File: src/cmc_pkg.sv
// Constants shared by the converter mode control block.
// Assumes a single core clock domain; pins are synchronised in the top module.
package cmc_pkg;
  localparam int unsigned DATA_W        = 12;
  localparam int unsigned RAW_W         = 14;
  localparam int unsigned GAIN_W        = 15;
  localparam int unsigned OFFS_W        = 13;
  localparam int unsigned GAIN_FRAC     = 14;
  localparam int unsigned REG_N         = 16;
  localparam int unsigned REG_W         = 16;
  localparam int unsigned CNT_W         = 16;
  localparam int unsigned GAP_W         = 8;

  localparam logic [3:0]  ADDR_SETUP    = 4'h0;
  localparam logic [3:0]  ADDR_I_GAIN   = 4'h1;
  localparam logic [3:0]  ADDR_I_OFFS   = 4'h2;
  localparam logic [3:0]  ADDR_Q_GAIN   = 4'h9;
  localparam logic [3:0]  ADDR_Q_OFFS   = 4'hA;
  localparam logic [3:0]  ADDR_STATUS   = 4'hF;

  localparam int unsigned BIT_CAL       = 15;
  localparam int unsigned BIT_PHASE     = 14;
  localparam int unsigned BIT_I_SLEEP   = 11;
  localparam int unsigned BIT_Q_SLEEP   = 10;
  localparam int unsigned BIT_ILV       = 7;
  localparam int unsigned BIT_Q_SEL     = 6;
  localparam int unsigned BIT_BOTH      = 5;

  localparam int unsigned ST_CAL_BUSY   = 0;
  localparam int unsigned ST_EXT_MODE   = 1;
  localparam int unsigned ST_ILV        = 2;
  localparam int unsigned ST_DEMUX      = 3;
  localparam int unsigned ST_I_OVR      = 4;
  localparam int unsigned ST_Q_OVR      = 5;

  localparam logic [15:0] SETUP_RST     = 16'h0000;
  localparam logic [15:0] GAIN_RST      = 16'h4000;
  localparam logic [15:0] OFFS_RST      = 16'h0000;
  localparam logic [11:0] CODE_MAX      = 12'hFFF;
  localparam logic [11:0] CODE_MIN      = 12'h000;

  localparam int unsigned CORE_CLK_MHZ  = 200;
  localparam int unsigned CAL_RUN_NS    = 1000;
  localparam int unsigned CAL_RUN_CYC   = (CAL_RUN_NS * CORE_CLK_MHZ + 999) / 1000;
  localparam int unsigned CAL_LOW_MIN   = 4;
  localparam int unsigned CAL_HIGH_MIN  = 4;
  localparam int unsigned STRAP_WAIT    = 3;

  typedef enum logic [1:0] {CAL_POR_WAIT, CAL_IDLE, CAL_RUN} cmc_cal_state_t;
endpackage

File: src/cmc_chan_cfg_if.sv
// Per-channel configuration bundle from the control logic to a lane packer.
// Assumes the driver holds every field stable on the core clock.
`timescale 1ns/1ps
interface cmc_chan_cfg_if;
  logic [cmc_pkg::GAIN_W-1:0] gain;
  logic [cmc_pkg::OFFS_W-1:0] offset;
  logic                       demux;
  logic                       phase90;
  logic                       sleep;
  modport ctl  (output gain, output offset, output demux, output phase90, output sleep);
  modport chan (input gain, input offset, input demux, input phase90, input sleep);
endinterface

File: src/cmc_lane_packer.sv
// One channel: gain/offset, clamp, over-range, demux onto two buses, DDR clock.
// Assumes sample_stb is a one-cycle pulse spaced at least four core cycles apart.
`timescale 1ns/1ps
module cmc_lane_packer (
  input  wire logic                              clk,
  input  wire logic                              rst_n,
  cmc_chan_cfg_if.chan                           cfg,
  input  wire logic                              sample_stb,
  input  wire logic signed [cmc_pkg::RAW_W-1:0]  sample_raw,
  output wire logic [cmc_pkg::DATA_W-1:0]        bus_a,
  output wire logic [cmc_pkg::DATA_W-1:0]        bus_b,
  output wire logic                              oe_a,
  output wire logic                              oe_b,
  output wire logic                              output_data_clock,
  output wire logic                              ovr
);
  localparam int unsigned PROD_W = cmc_pkg::RAW_W + cmc_pkg::GAIN_W + 1;
  localparam int unsigned SUM_W  = PROD_W - cmc_pkg::GAIN_FRAC + 1;

  logic [cmc_pkg::DATA_W-1:0] bus_a_reg, bus_b_reg, hold_reg;
  logic                       hold_ovr_reg, half_reg, ovr_reg, output_data_clock_reg, pend_reg, oe_a_reg, oe_b_reg;
  logic [cmc_pkg::GAP_W-1:0]  gap_cnt_reg, last_gap_reg;

  wire logic signed [PROD_W-1:0] prod      = sample_raw * $signed({1'b0, cfg.gain});
  wire logic signed [SUM_W-2:0]  scaled    = prod[PROD_W-1:cmc_pkg::GAIN_FRAC];
  wire logic signed [SUM_W-1:0]  offs_mag  = {{(SUM_W-cmc_pkg::OFFS_W+1){1'b0}}, cfg.offset[cmc_pkg::OFFS_W-2:0]};
  wire logic signed [SUM_W-1:0]  offs_val  = cfg.offset[cmc_pkg::OFFS_W-1] ? -offs_mag : offs_mag;
  wire logic signed [SUM_W-1:0]  sum       = {scaled[SUM_W-2], scaled} + offs_val;
  // Clamp ends: below zero reads all zeros, above range all ones
  wire logic                     under     = sum[SUM_W-1];
  wire logic                     over      = !sum[SUM_W-1] && (sum[SUM_W-2:cmc_pkg::DATA_W] != '0);
  wire logic [cmc_pkg::DATA_W-1:0] word    = under ? cmc_pkg::CODE_MIN :
                                             over  ? cmc_pkg::CODE_MAX : sum[cmc_pkg::DATA_W-1:0];
  wire logic                     ovr_now   = under || over;
  // Demux emits every second sample, so each bus runs at half rate
  wire logic                     emit      = sample_stb && (!cfg.demux || half_reg);
  wire logic [cmc_pkg::GAP_W-1:0] half_gap = (last_gap_reg > 8'h03) ? (last_gap_reg >> 1) : 8'h01;
  wire logic                     toggle90  = pend_reg && !emit && (gap_cnt_reg >= half_gap);
  wire logic                     tog       = cfg.phase90 ? toggle90 : emit;

  always_ff @(posedge clk) begin
    if (!rst_n) begin
      bus_a_reg    <= '0;
      bus_b_reg    <= '0;
      hold_reg     <= '0;
      hold_ovr_reg <= 1'b0;
      half_reg     <= 1'b0;
      ovr_reg      <= 1'b0;
    end else begin
      if (sample_stb) begin
        half_reg <= cfg.demux && !half_reg;
      end
      if (sample_stb && cfg.demux && !half_reg) begin
        hold_reg     <= word;
        hold_ovr_reg <= ovr_now;
      end
      if (emit) begin
        bus_a_reg <= cfg.demux ? hold_reg : word;
        bus_b_reg <= cfg.demux ? word : bus_b_reg;
        // Flag leaves with its word, same latency
        ovr_reg   <= ovr_now || (cfg.demux && hold_ovr_reg);
      end
    end
  end

  always_ff @(posedge clk) begin
    if (!rst_n) begin
      output_data_clock_reg     <= 1'b0;
      pend_reg     <= 1'b0;
      gap_cnt_reg  <= '0;
      last_gap_reg <= '0;
      oe_a_reg     <= 1'b0;
      oe_b_reg     <= 1'b0;
    end else begin
      output_data_clock_reg     <= output_data_clock_reg ^ tog;
      // Set wins over clear so a back-to-back word never loses its edge
      pend_reg     <= (emit && cfg.phase90) || (pend_reg && !toggle90);
      gap_cnt_reg  <= emit ? '0 : ((gap_cnt_reg == '1) ? gap_cnt_reg : gap_cnt_reg + 8'h01);
      last_gap_reg <= emit ? gap_cnt_reg : last_gap_reg;
      oe_a_reg     <= !cfg.sleep;
      oe_b_reg     <= !cfg.sleep && cfg.demux;
    end
  end

  assign bus_a = bus_a_reg;
  assign bus_b = bus_b_reg;
  assign oe_a  = oe_a_reg;
  assign oe_b  = oe_b_reg;
  assign output_data_clock  = output_data_clock_reg;
  assign ovr   = ovr_reg;
endmodule

File: src/cmc_converter_mode_control.sv
// Top of the converter mode control: pin sync, sixteen-register file, mode select,
// calibration sequencing and two channel lane packers.
// Assumes the register port is on CORE_CLK and pins are asynchronous to it.
`timescale 1ns/1ps
// Function
// - Every output word is twelve bits wide
// - Input below range gives all-zero word
// - Input above range gives all-ones word
// - Either range fault raises channel over-range flag
// - Demux halves bus rate; non-demux uses one bus
// - Extended mode: per-channel gain and signed offset
// - Enable pin high: pin control, port inactive
// - Extended mode exposes fifteen host-configured registers and a read-only status register
// - Interleave: one converter rising, other falling edge
// - Pin mode uses I; extended selects Q or both
// - Extended mode interleave enable from setup bit 7
// - Single-bus pin selects demux, both control modes
// - Interleave doubles buses driven by selected channel
// - DDR data at 0 or 90 degree phase
// - Phase shared by channels; bit 14 in extended
// - Calibration pin high at power-on skips calibration
// - Extended mode: calibration is pin OR bit 15
// - Enable pin high returns registers to defaults
// - Sleeping channel releases its data buses
module cmc_converter_mode_control #(
  parameter int unsigned CAL_LOW_MIN  = cmc_pkg::CAL_LOW_MIN,
  parameter int unsigned CAL_HIGH_MIN = cmc_pkg::CAL_HIGH_MIN,
  parameter int unsigned CAL_RUN_CYC  = cmc_pkg::CAL_RUN_CYC
) (
  input  wire logic                          CORE_CLK,
  input  wire logic                          RESETN,
  input  wire logic                          SAMPLE_CLK,
  input  wire logic [cmc_pkg::RAW_W-1:0]     I_ANALOG_CODE,
  input  wire logic [cmc_pkg::RAW_W-1:0]     Q_ANALOG_CODE,
  input  wire logic                          EXTENDED_CONTROL_ENABLE_N,
  input  wire logic                          INTERLEAVE_PIN,
  input  wire logic                          SINGLE_BUS_MODE_PIN,
  input  wire logic                          DDR_PHASE_PIN,
  input  wire logic                          CAL_PIN,
  input  wire logic                          I_CHANNEL_SLEEP_PIN,
  input  wire logic                          Q_CHANNEL_SLEEP_PIN,
  input  wire logic                          REG_WE,
  input  wire logic [3:0]                    REG_ADDR,
  input  wire logic [cmc_pkg::REG_W-1:0]     REG_WDATA,
  output wire logic [cmc_pkg::REG_W-1:0]     REG_RDATA,
  output wire logic [cmc_pkg::DATA_W-1:0]    I_BUS_A,
  output wire logic                          I_BUS_A_OE,
  output wire logic [cmc_pkg::DATA_W-1:0]    I_BUS_B,
  output wire logic                          I_BUS_B_OE,
  output wire logic [cmc_pkg::DATA_W-1:0]    Q_BUS_A,
  output wire logic                          Q_BUS_A_OE,
  output wire logic [cmc_pkg::DATA_W-1:0]    Q_BUS_B,
  output wire logic                          Q_BUS_B_OE,
  output wire logic                          OUTPUT_DATA_CLOCK_I,
  output wire logic                          OUTPUT_DATA_CLOCK_Q,
  output wire logic                          I_OVERRANGE_FLAG,
  output wire logic                          Q_OVERRANGE_FLAG,
  output wire logic                          CAL_BUSY
);
  localparam int unsigned SYNC_W = 8 + 2 * cmc_pkg::RAW_W;
  // Enable pin synchronises as high so reset starts in pin control
  localparam logic [SYNC_W-1:0] SYNC_RST = {1'b0, 1'b1, {(SYNC_W-2){1'b0}}};

  function automatic logic [cmc_pkg::REG_W-1:0] reg_default(input logic [3:0] addr);
    logic [cmc_pkg::REG_W-1:0] val;
    val = cmc_pkg::SETUP_RST;
    if (addr == cmc_pkg::ADDR_I_GAIN || addr == cmc_pkg::ADDR_Q_GAIN) begin
      val = cmc_pkg::GAIN_RST;
    end else if (addr == cmc_pkg::ADDR_I_OFFS || addr == cmc_pkg::ADDR_Q_OFFS) begin
      val = cmc_pkg::OFFS_RST;
    end
    return val;
  endfunction

  // Two-flop synchroniser; the codes are assumed stable around the sample edge
  logic [SYNC_W-1:0] pin_meta_reg, pin_sync_reg;
  wire logic [SYNC_W-1:0] pin_in = {SAMPLE_CLK, EXTENDED_CONTROL_ENABLE_N, INTERLEAVE_PIN, SINGLE_BUS_MODE_PIN,
                                     DDR_PHASE_PIN, CAL_PIN, I_CHANNEL_SLEEP_PIN, Q_CHANNEL_SLEEP_PIN,
                                     I_ANALOG_CODE, Q_ANALOG_CODE};
  always_ff @(posedge CORE_CLK) begin
    if (!RESETN) begin
      pin_meta_reg <= SYNC_RST;
      pin_sync_reg <= SYNC_RST;
    end else begin
      pin_meta_reg <= pin_in;
      pin_sync_reg <= pin_meta_reg;
    end
  end

  wire logic                     sclk_s   = pin_sync_reg[SYNC_W-1];
  wire logic                     ece_n_s  = pin_sync_reg[SYNC_W-2];
  wire logic                     ilv_s    = pin_sync_reg[SYNC_W-3];
  wire logic                     ndm_s    = pin_sync_reg[SYNC_W-4];
  wire logic                     phase_s  = pin_sync_reg[SYNC_W-5];
  wire logic                     cal_s    = pin_sync_reg[SYNC_W-6];
  wire logic                     isl_s    = pin_sync_reg[SYNC_W-7];
  wire logic                     qsl_s    = pin_sync_reg[SYNC_W-8];
  wire logic [cmc_pkg::RAW_W-1:0] i_code_s = pin_sync_reg[2*cmc_pkg::RAW_W-1:cmc_pkg::RAW_W];
  wire logic [cmc_pkg::RAW_W-1:0] q_code_s = pin_sync_reg[cmc_pkg::RAW_W-1:0];

  logic sclk_prev_reg;
  always_ff @(posedge CORE_CLK) begin
    if (!RESETN) begin
      sclk_prev_reg <= 1'b0;
    end else begin
      sclk_prev_reg <= sclk_s;
    end
  end
  wire logic rise = sclk_s && !sclk_prev_reg;
  wire logic fall = !sclk_s && sclk_prev_reg;

  wire logic extended_control_mode = !ece_n_s;

  // Register file; pin control holds every register at its default
  logic [cmc_pkg::REG_W-1:0] regs_reg [cmc_pkg::REG_N];
  genvar g;
  generate
    for (g = 0; g < cmc_pkg::REG_N; g++) begin : g_reg
      always_ff @(posedge CORE_CLK) begin
        if (!RESETN || !extended_control_mode) begin
          regs_reg[g] <= reg_default(4'(g));
        end else if (REG_WE && REG_ADDR == 4'(g) && 4'(g) != cmc_pkg::ADDR_STATUS) begin
          regs_reg[g] <= REG_WDATA;
        end
      end
    end
  endgenerate

  wire logic [cmc_pkg::REG_W-1:0] setup = regs_reg[cmc_pkg::ADDR_SETUP];

  // Mode selection
  wire logic ilv     = extended_control_mode ? setup[cmc_pkg::BIT_ILV] : ilv_s;
  wire logic both_in = extended_control_mode && setup[cmc_pkg::BIT_BOTH];
  wire logic q_sel   = extended_control_mode && setup[cmc_pkg::BIT_Q_SEL] && !both_in;
  wire logic demux   = !ndm_s;
  wire logic phase90 = extended_control_mode ? setup[cmc_pkg::BIT_PHASE] : phase_s;
  wire logic i_sleep = isl_s || (extended_control_mode && setup[cmc_pkg::BIT_I_SLEEP]);
  wire logic q_sleep = qsl_s || (extended_control_mode && setup[cmc_pkg::BIT_Q_SLEEP]);

  // Interleave: I converter on rising edge, Q converter on falling edge, same input unless setup bit 5 selects both inputs
  wire logic                     i_stb = rise;
  wire logic                     q_stb = ilv ? fall : rise;
  wire logic [cmc_pkg::RAW_W-1:0] i_raw = (ilv && q_sel) ? q_code_s : i_code_s;
  wire logic [cmc_pkg::RAW_W-1:0] q_raw = (ilv && !q_sel && !both_in) ? i_code_s : q_code_s;

  // Calibration sequencing; command low/high periods in sampling clock cycles, run length in core cycles
  wire logic cal_req = cal_s || (extended_control_mode && setup[cmc_pkg::BIT_CAL]);
  cmc_pkg::cmc_cal_state_t state_reg, state_next;
  logic [cmc_pkg::CNT_W-1:0] low_cnt_reg, high_cnt_reg, run_cnt_reg, por_cnt_reg;
  wire logic low_ok    = low_cnt_reg >= cmc_pkg::CNT_W'(CAL_LOW_MIN);
  wire logic cmd_start = rise && cal_req && low_ok && (high_cnt_reg >= cmc_pkg::CNT_W'(CAL_HIGH_MIN - 1));
  wire logic por_done  = por_cnt_reg >= cmc_pkg::CNT_W'(cmc_pkg::STRAP_WAIT);
  wire logic run_done  = run_cnt_reg >= cmc_pkg::CNT_W'(CAL_RUN_CYC - 1);

  always_comb begin
    state_next = state_reg;
    case (state_reg)
      // Strap is read only once the synchroniser holds the real pin level
      cmc_pkg::CAL_POR_WAIT: state_next = !por_done ? cmc_pkg::CAL_POR_WAIT :
                                          (cal_s ? cmc_pkg::CAL_IDLE : cmc_pkg::CAL_RUN);
      cmc_pkg::CAL_IDLE:     state_next = cmd_start ? cmc_pkg::CAL_RUN : cmc_pkg::CAL_IDLE;
      cmc_pkg::CAL_RUN:      state_next = run_done ? cmc_pkg::CAL_IDLE : cmc_pkg::CAL_RUN;
      default:               state_next = cmc_pkg::CAL_IDLE;
    endcase
  end

  always_ff @(posedge CORE_CLK) begin
    if (!RESETN) begin
      state_reg    <= cmc_pkg::CAL_POR_WAIT;
      por_cnt_reg  <= '0;
      run_cnt_reg  <= '0;
      low_cnt_reg  <= '0;
      high_cnt_reg <= '0;
    end else begin
      state_reg    <= state_next;
      por_cnt_reg  <= por_done ? por_cnt_reg : por_cnt_reg + 16'h0001;
      run_cnt_reg  <= (state_reg == cmc_pkg::CAL_RUN) ? run_cnt_reg + 16'h0001 : '0;
      // A new command needs a fresh low period; requests during a run are dropped
      if (cmd_start) begin
        low_cnt_reg  <= '0;
        high_cnt_reg <= '0;
      end else if (rise && !cal_req) begin
        low_cnt_reg  <= low_ok ? low_cnt_reg : low_cnt_reg + 16'h0001;
        high_cnt_reg <= '0;
      end else if (rise && low_ok) begin
        high_cnt_reg <= high_cnt_reg + 16'h0001;
      end
    end
  end

  // Channel configuration and packers
  cmc_chan_cfg_if i_cfg ();
  cmc_chan_cfg_if q_cfg ();
  assign i_cfg.gain    = regs_reg[cmc_pkg::ADDR_I_GAIN][cmc_pkg::GAIN_W-1:0];
  assign i_cfg.offset  = regs_reg[cmc_pkg::ADDR_I_OFFS][cmc_pkg::OFFS_W-1:0];
  assign i_cfg.demux   = demux;
  assign i_cfg.phase90 = phase90;
  assign i_cfg.sleep   = i_sleep;
  assign q_cfg.gain    = regs_reg[cmc_pkg::ADDR_Q_GAIN][cmc_pkg::GAIN_W-1:0];
  assign q_cfg.offset  = regs_reg[cmc_pkg::ADDR_Q_OFFS][cmc_pkg::OFFS_W-1:0];
  assign q_cfg.demux   = demux;
  assign q_cfg.phase90 = phase90;
  assign q_cfg.sleep   = q_sleep;

  cmc_lane_packer u_i_lane (
    .clk        (CORE_CLK),
    .rst_n      (RESETN),
    .cfg        (i_cfg),
    .sample_stb (i_stb),
    .sample_raw ($signed(i_raw)),
    .bus_a      (I_BUS_A),
    .bus_b      (I_BUS_B),
    .oe_a       (I_BUS_A_OE),
    .oe_b       (I_BUS_B_OE),
    .output_data_clock       (OUTPUT_DATA_CLOCK_I),
    .ovr        (I_OVERRANGE_FLAG)
  );
  cmc_lane_packer u_q_lane (
    .clk        (CORE_CLK),
    .rst_n      (RESETN),
    .cfg        (q_cfg),
    .sample_stb (q_stb),
    .sample_raw ($signed(q_raw)),
    .bus_a      (Q_BUS_A),
    .bus_b      (Q_BUS_B),
    .oe_a       (Q_BUS_A_OE),
    .oe_b       (Q_BUS_B_OE),
    .output_data_clock       (OUTPUT_DATA_CLOCK_Q),
    .ovr        (Q_OVERRANGE_FLAG)
  );

  // Read-back; the serial side is silent in pin control
  wire logic [cmc_pkg::REG_W-1:0] status = {10'h000, Q_OVERRANGE_FLAG, I_OVERRANGE_FLAG, demux, ilv, extended_control_mode,
                                            CAL_BUSY};
  wire logic [cmc_pkg::REG_W-1:0] rd_sel = !extended_control_mode ? 16'h0000 :
                                           (REG_ADDR == cmc_pkg::ADDR_STATUS) ? status : regs_reg[REG_ADDR];
  logic [cmc_pkg::REG_W-1:0] rdata_reg;
  always_ff @(posedge CORE_CLK) begin
    if (!RESETN) begin
      rdata_reg <= '0;
    end else begin
      rdata_reg <= rd_sel;
    end
  end
  assign REG_RDATA = rdata_reg;
  assign CAL_BUSY  = (state_reg == cmc_pkg::CAL_RUN);
endmodule

File: config.mk
export PLATFORM = sky130hd
export DESIGN_NAME = cmc_converter_mode_control
export DESIGN_NICKNAME = d
export VERILOG_FILES = /design/src/cmc_pkg.sv /design/src/cmc_chan_cfg_if.sv /design/src/cmc_lane_packer.sv /design/src/cmc_converter_mode_control.sv
export SDC_FILE = /design/constraint.sdc
export NUM_CORES = 2
export LEC_CHECK = 0
export BUFFER_PORTS_ARGS = -buffer_cell sky130_fd_sc_hd__buf_2
export CELL_PAD_IN_SITES_DETAIL_PLACEMENT = 1
export CELL_PAD_IN_SITES_GLOBAL_PLACEMENT = 2
export CORE_MARGIN = 2
export CORE_UTILIZATION = 41
export DETAILED_ROUTE_END_ITERATION = 7
export PLACE_DENSITY_LB_ADDON = 0.1
export SKIP_CTS_REPAIR_TIMING = 1
export SYNTH_ARGS = -nofsm -noshare
export SYNTH_HDL_FRONTEND = slang
export SYNTH_HIERARCHICAL = 1
export SYNTH_SLANG_ARGS = --single-unit
File: constraint.sdc
create_clock -name CORE_CLK -period 18.8 [get_ports CORE_CLK]
set_clock_uncertainty 0.1 [all_clocks]
set_input_delay 2.82 -clock CORE_CLK [delete_from_list [all_inputs] [get_ports CORE_CLK]]
set_output_delay 2.82 -clock CORE_CLK [all_outputs]
set_load 0.02 [all_outputs]
==> flow_metrics.env <==
export IMPL_synth_main_ff_cell="dfxtp_1"
export IMPL_core_area_mm2=0.0899
export IMPL_pwr_density_cell_mw_per_mm2=66.3
export IMPL_die_h_um=305
export IMPL_start_util=0.413
export IMPL_synth_nets=4217
export IMPL_ys_types=88
export IMPL_netSwitchingPower_mw=0.742
export IMPL_grt_pass1_wl_mm=173
export IMPL_drive_above_1_share=0.106
export IMPL_max_stage_delay_ns=1.05
export IMPL_largest_reg_flops=240
export IMPL_worstHoldStart="pin_meta_reg[13]"
export IMPL_p_leak_nw=18.8
export IMPL_grt_pass1_vias=28907
export IMPL_die_area_mm2=0.0930
export IMPL_synthToLayoutAreaGrowth_pct=9.57
export IMPL_final_nets=4260
export IMPL_hp_class="flip-flop to flip-flop"
export IMPL_fmax_ghz=0.0951
export IMPL_h_tree_depth=2
export IMPL_hold_viol=0
export IMPL_synth_edf_count=240
export IMPL_synth_top_cell_by_area="edfxtp_1"
export IMPL_grt_max_degree=65
export IMPL_dr_pass1_iters=5
export IMPL_internal_power_mw=1.96
export IMPL_p_comb_frac=0.126
export IMPL_critPathLaunch="pin_sync_reg[34]"
export IMPL_clock_latency_ns=0.69
export IMPL_drc=0
export IMPL_whs_ns=0.339
export IMPL_drt_total_wl_mm=111
export IMPL_viasPerCell=5.41
export IMPL_yosysWarnings=6
export IMPL_maxCapViolCount=0
export IMPL_grt_ovfl_total=0
export IMPL_dp_cells=4740
export IMPL_rsz0062_at_grt="false"
export IMPL_cts_tree="yes"
export IMPL_fin_crit_sh=0.559
export IMPL_grtUsageTotal=0.241
export IMPL_hpwl_mm=82.7
export IMPL_cp_top_family="adder cells"
export IMPL_stdcell_count=4852
export IMPL_gp_congestion=0.852
export IMPL_synth_cells=3581
export IMPL_path_max_fanout=15
export IMPL_cts_sinks=511
export IMPL_critPathLaunchType="flip-flop"
export IMPL_syn_cell_area_mm2=0.0371
export IMPL_drt_iter0_drc=1598
export IMPL_clkSlewWorstSetupHoldPaths_ns=0.06
export IMPL_pin_count=132
export IMPL_swShare=0.275
export IMPL_status="complete, no violations"
export IMPL_ir_worst_vdd_v=0.0000568
export IMPL_wl_per_cell_um=22.8
export IMPL_postRouteAntennaNets=0
export IMPL_rows=110
export IMPL_tns_ns=0
export IMPL_crit_type="flip-flop to flip-flop"
export IMPL_async_flop_share=0
export IMPL_min_period_ns=10.51
export IMPL_vias=26227
export IMPL_root_buffer="clkbuf_16"
export IMPL_crit_path_end_kind="flip-flop"
export IMPL_yosysTopAreaCellShare=0.194
export IMPL_tightest_slew_ns=1.23
export IMPL_io_buffers=131
export IMPL_critical_path_buf_inv_count=4
export IMPL_relSlewSlack=0.179
export IMPL_syn_avg_cell_area_um2=10.4
export IMPL_yosysSeqAreaShare=0.340
export IMPL_antenna_found_initial=6
export IMPL_worstReg2RegStart="pin_sync_reg[34]"
export IMPL_dp_slack_ns=8.40
export IMPL_crit_arrival_ns=11.00
export IMPL_fin_ws_ns=8.29
export IMPL_numCtsBuffers=58
export IMPL_cts_buffer_depth=3
export IMPL_die_w_um=305
export IMPL_power_share_clock=0.424
export IMPL_ys_seq_elements=511
export IMPL_pwr_share_seq=0.450
export IMPL_drv_slew=0
export IMPL_synth_area_leaders="edfxtp_1 (19%), fa_1 (17%), dfxtp_1 (15%)"
export IMPL_cpMaxStageDelayCell="nor4bb_4"
export IMPL_cp_common_cell="fa_1"
export IMPL_cp_required_ns=19.28
export IMPL_setup_viol=0
==> synth_stat cells (11+ instances only) <==
| library cell | number |
|---|---|
| xor2_1 | 44 |
| nor2_1 | 133 |
| a21oi_1 | 91 |
| o21ai_0 | 100 |
| nand2b_1 | 34 |
| nor2b_1 | 38 |
| xnor2_1 | 61 |
| dfxtp_1 | 271 |
| mux4_2 | 63 |
| nor3_1 | 26 |
| nand2_1 | 316 |
| o211ai_1 | 11 |
| o31ai_1 | 21 |
| a22o_1 | 29 |
| nand3_1 | 53 |
| o21a_1 | 21 |
| a31oi_1 | 19 |
| fa_1 | 308 |
| mux2_2 | 30 |
| ha_1 | 269 |
| or3_1 | 11 |
| edfxtp_1 | 240 |
| and3_1 | 16 |
| a21o_1 | 40 |
| and2_1 | 561 |
| clkbuf_1 | 140 |
| buf_2 | 15 |
| nor4_1 | 16 |
| mux2i_1 | 24 |
| inv_1 | 385 |
| nand4_1 | 23 |
==> metrics by stage <==
step | power, mW | util | area, um2
2_1_floorplan | 1.46 | - | 37100
3_3_place_gp | 1.57 | 0.431 | 38700
3_5_place_dp | 1.58 | 0.431 | 38800
4_1_cts | 2.73 | 0.453 | 40700
5_1_grt | 2.81 | 0.453 | 40700
6_report | 2.70 | 0.453 | 40700
==> per-layer routing <==
layer	track usage	routed length, um	vias up	share of wire
li1	-	-	12014	-
met1	0.330	49800	13520	0.45
met2	0.402	52700	563	0.48
met3	0.0315	5240	130	0.047
met4	0.0647	2750	0	0.025
met5	0	0	-	0
==> path summary, 6_finish.rpt <==
kind              cells after the start                end  slack (ns)
setup / recovery                     31  u_i_lane/bus_b[8]        8.29
hold / removal                        1   pin_sync_reg[13]        0.34
setup reg to reg                     31  u_i_lane/bus_b[8]        8.29
hold reg to reg                       1   pin_sync_reg[13]        0.34
==> power by group through the flow <==
| stage | Clock (mW) | Combinational [mW] | Sequential (mW) |
|---|---|---|---|
| after floorplan | 0 | 0.238 | 1.22 |
| after global placement | 0 | 0.332 | 1.24 |
| after detailed placement | 0 | 0.341 | 1.24 |
| after CTS | 1.17 | 0.344 | 1.22 |
| after global routing | 1.22 | 0.381 | 1.22 |
| final | 1.14 | 0.340 | 1.22 |
==> final cells by class <==
cell class / instances / area [um2]
Clock buffer: 85 / 1700
Timing Repair Buffer: 159 / 873
Antenna cell: 3 / 7.51
Fill cell: 9931 / 49200
Sequential cell: 511 / 12600
Tap cell: 1176 / 1470
Multi-Input combinational cell: 2509 / 22300
Inverter: 385 / 1450
Clock inverter: 24 / 235
==> logic make-up (layout without fill, tap and decap cells) <==
group / after synthesis / count (layout) / synth area share
AOI/OAI and AO/OA: 448 / 448 / 0.0822
xor gates and xnor gates: 107 / 107 / 0.0260
adders and majority gates: 577 / 577 / 0.257
buffers and inverters: 561 / 653 / 0.0594
DFF: 511 / 511 / 0.340
muxes: 117 / 117 / 0.0538
other: 0 / 3 / 0
and+or+nand+nor: 1260 / 1260 / 0.182
==> layout by cell type, fill, tap and decap left out, drive strengths merged, types with 85 or more instances in the layout <==
master  Yosys  layout
nor2      133     133
clkbuf    142      85
ha        269     269
fa        308     308
and2      562     562
edfxtp    240     240
dfxtp     271     271
nand2     321     321
inv       385     387
a21oi      91      91
buf        34     159
o21ai     111     111
Power figures use the tool's default switching activity.
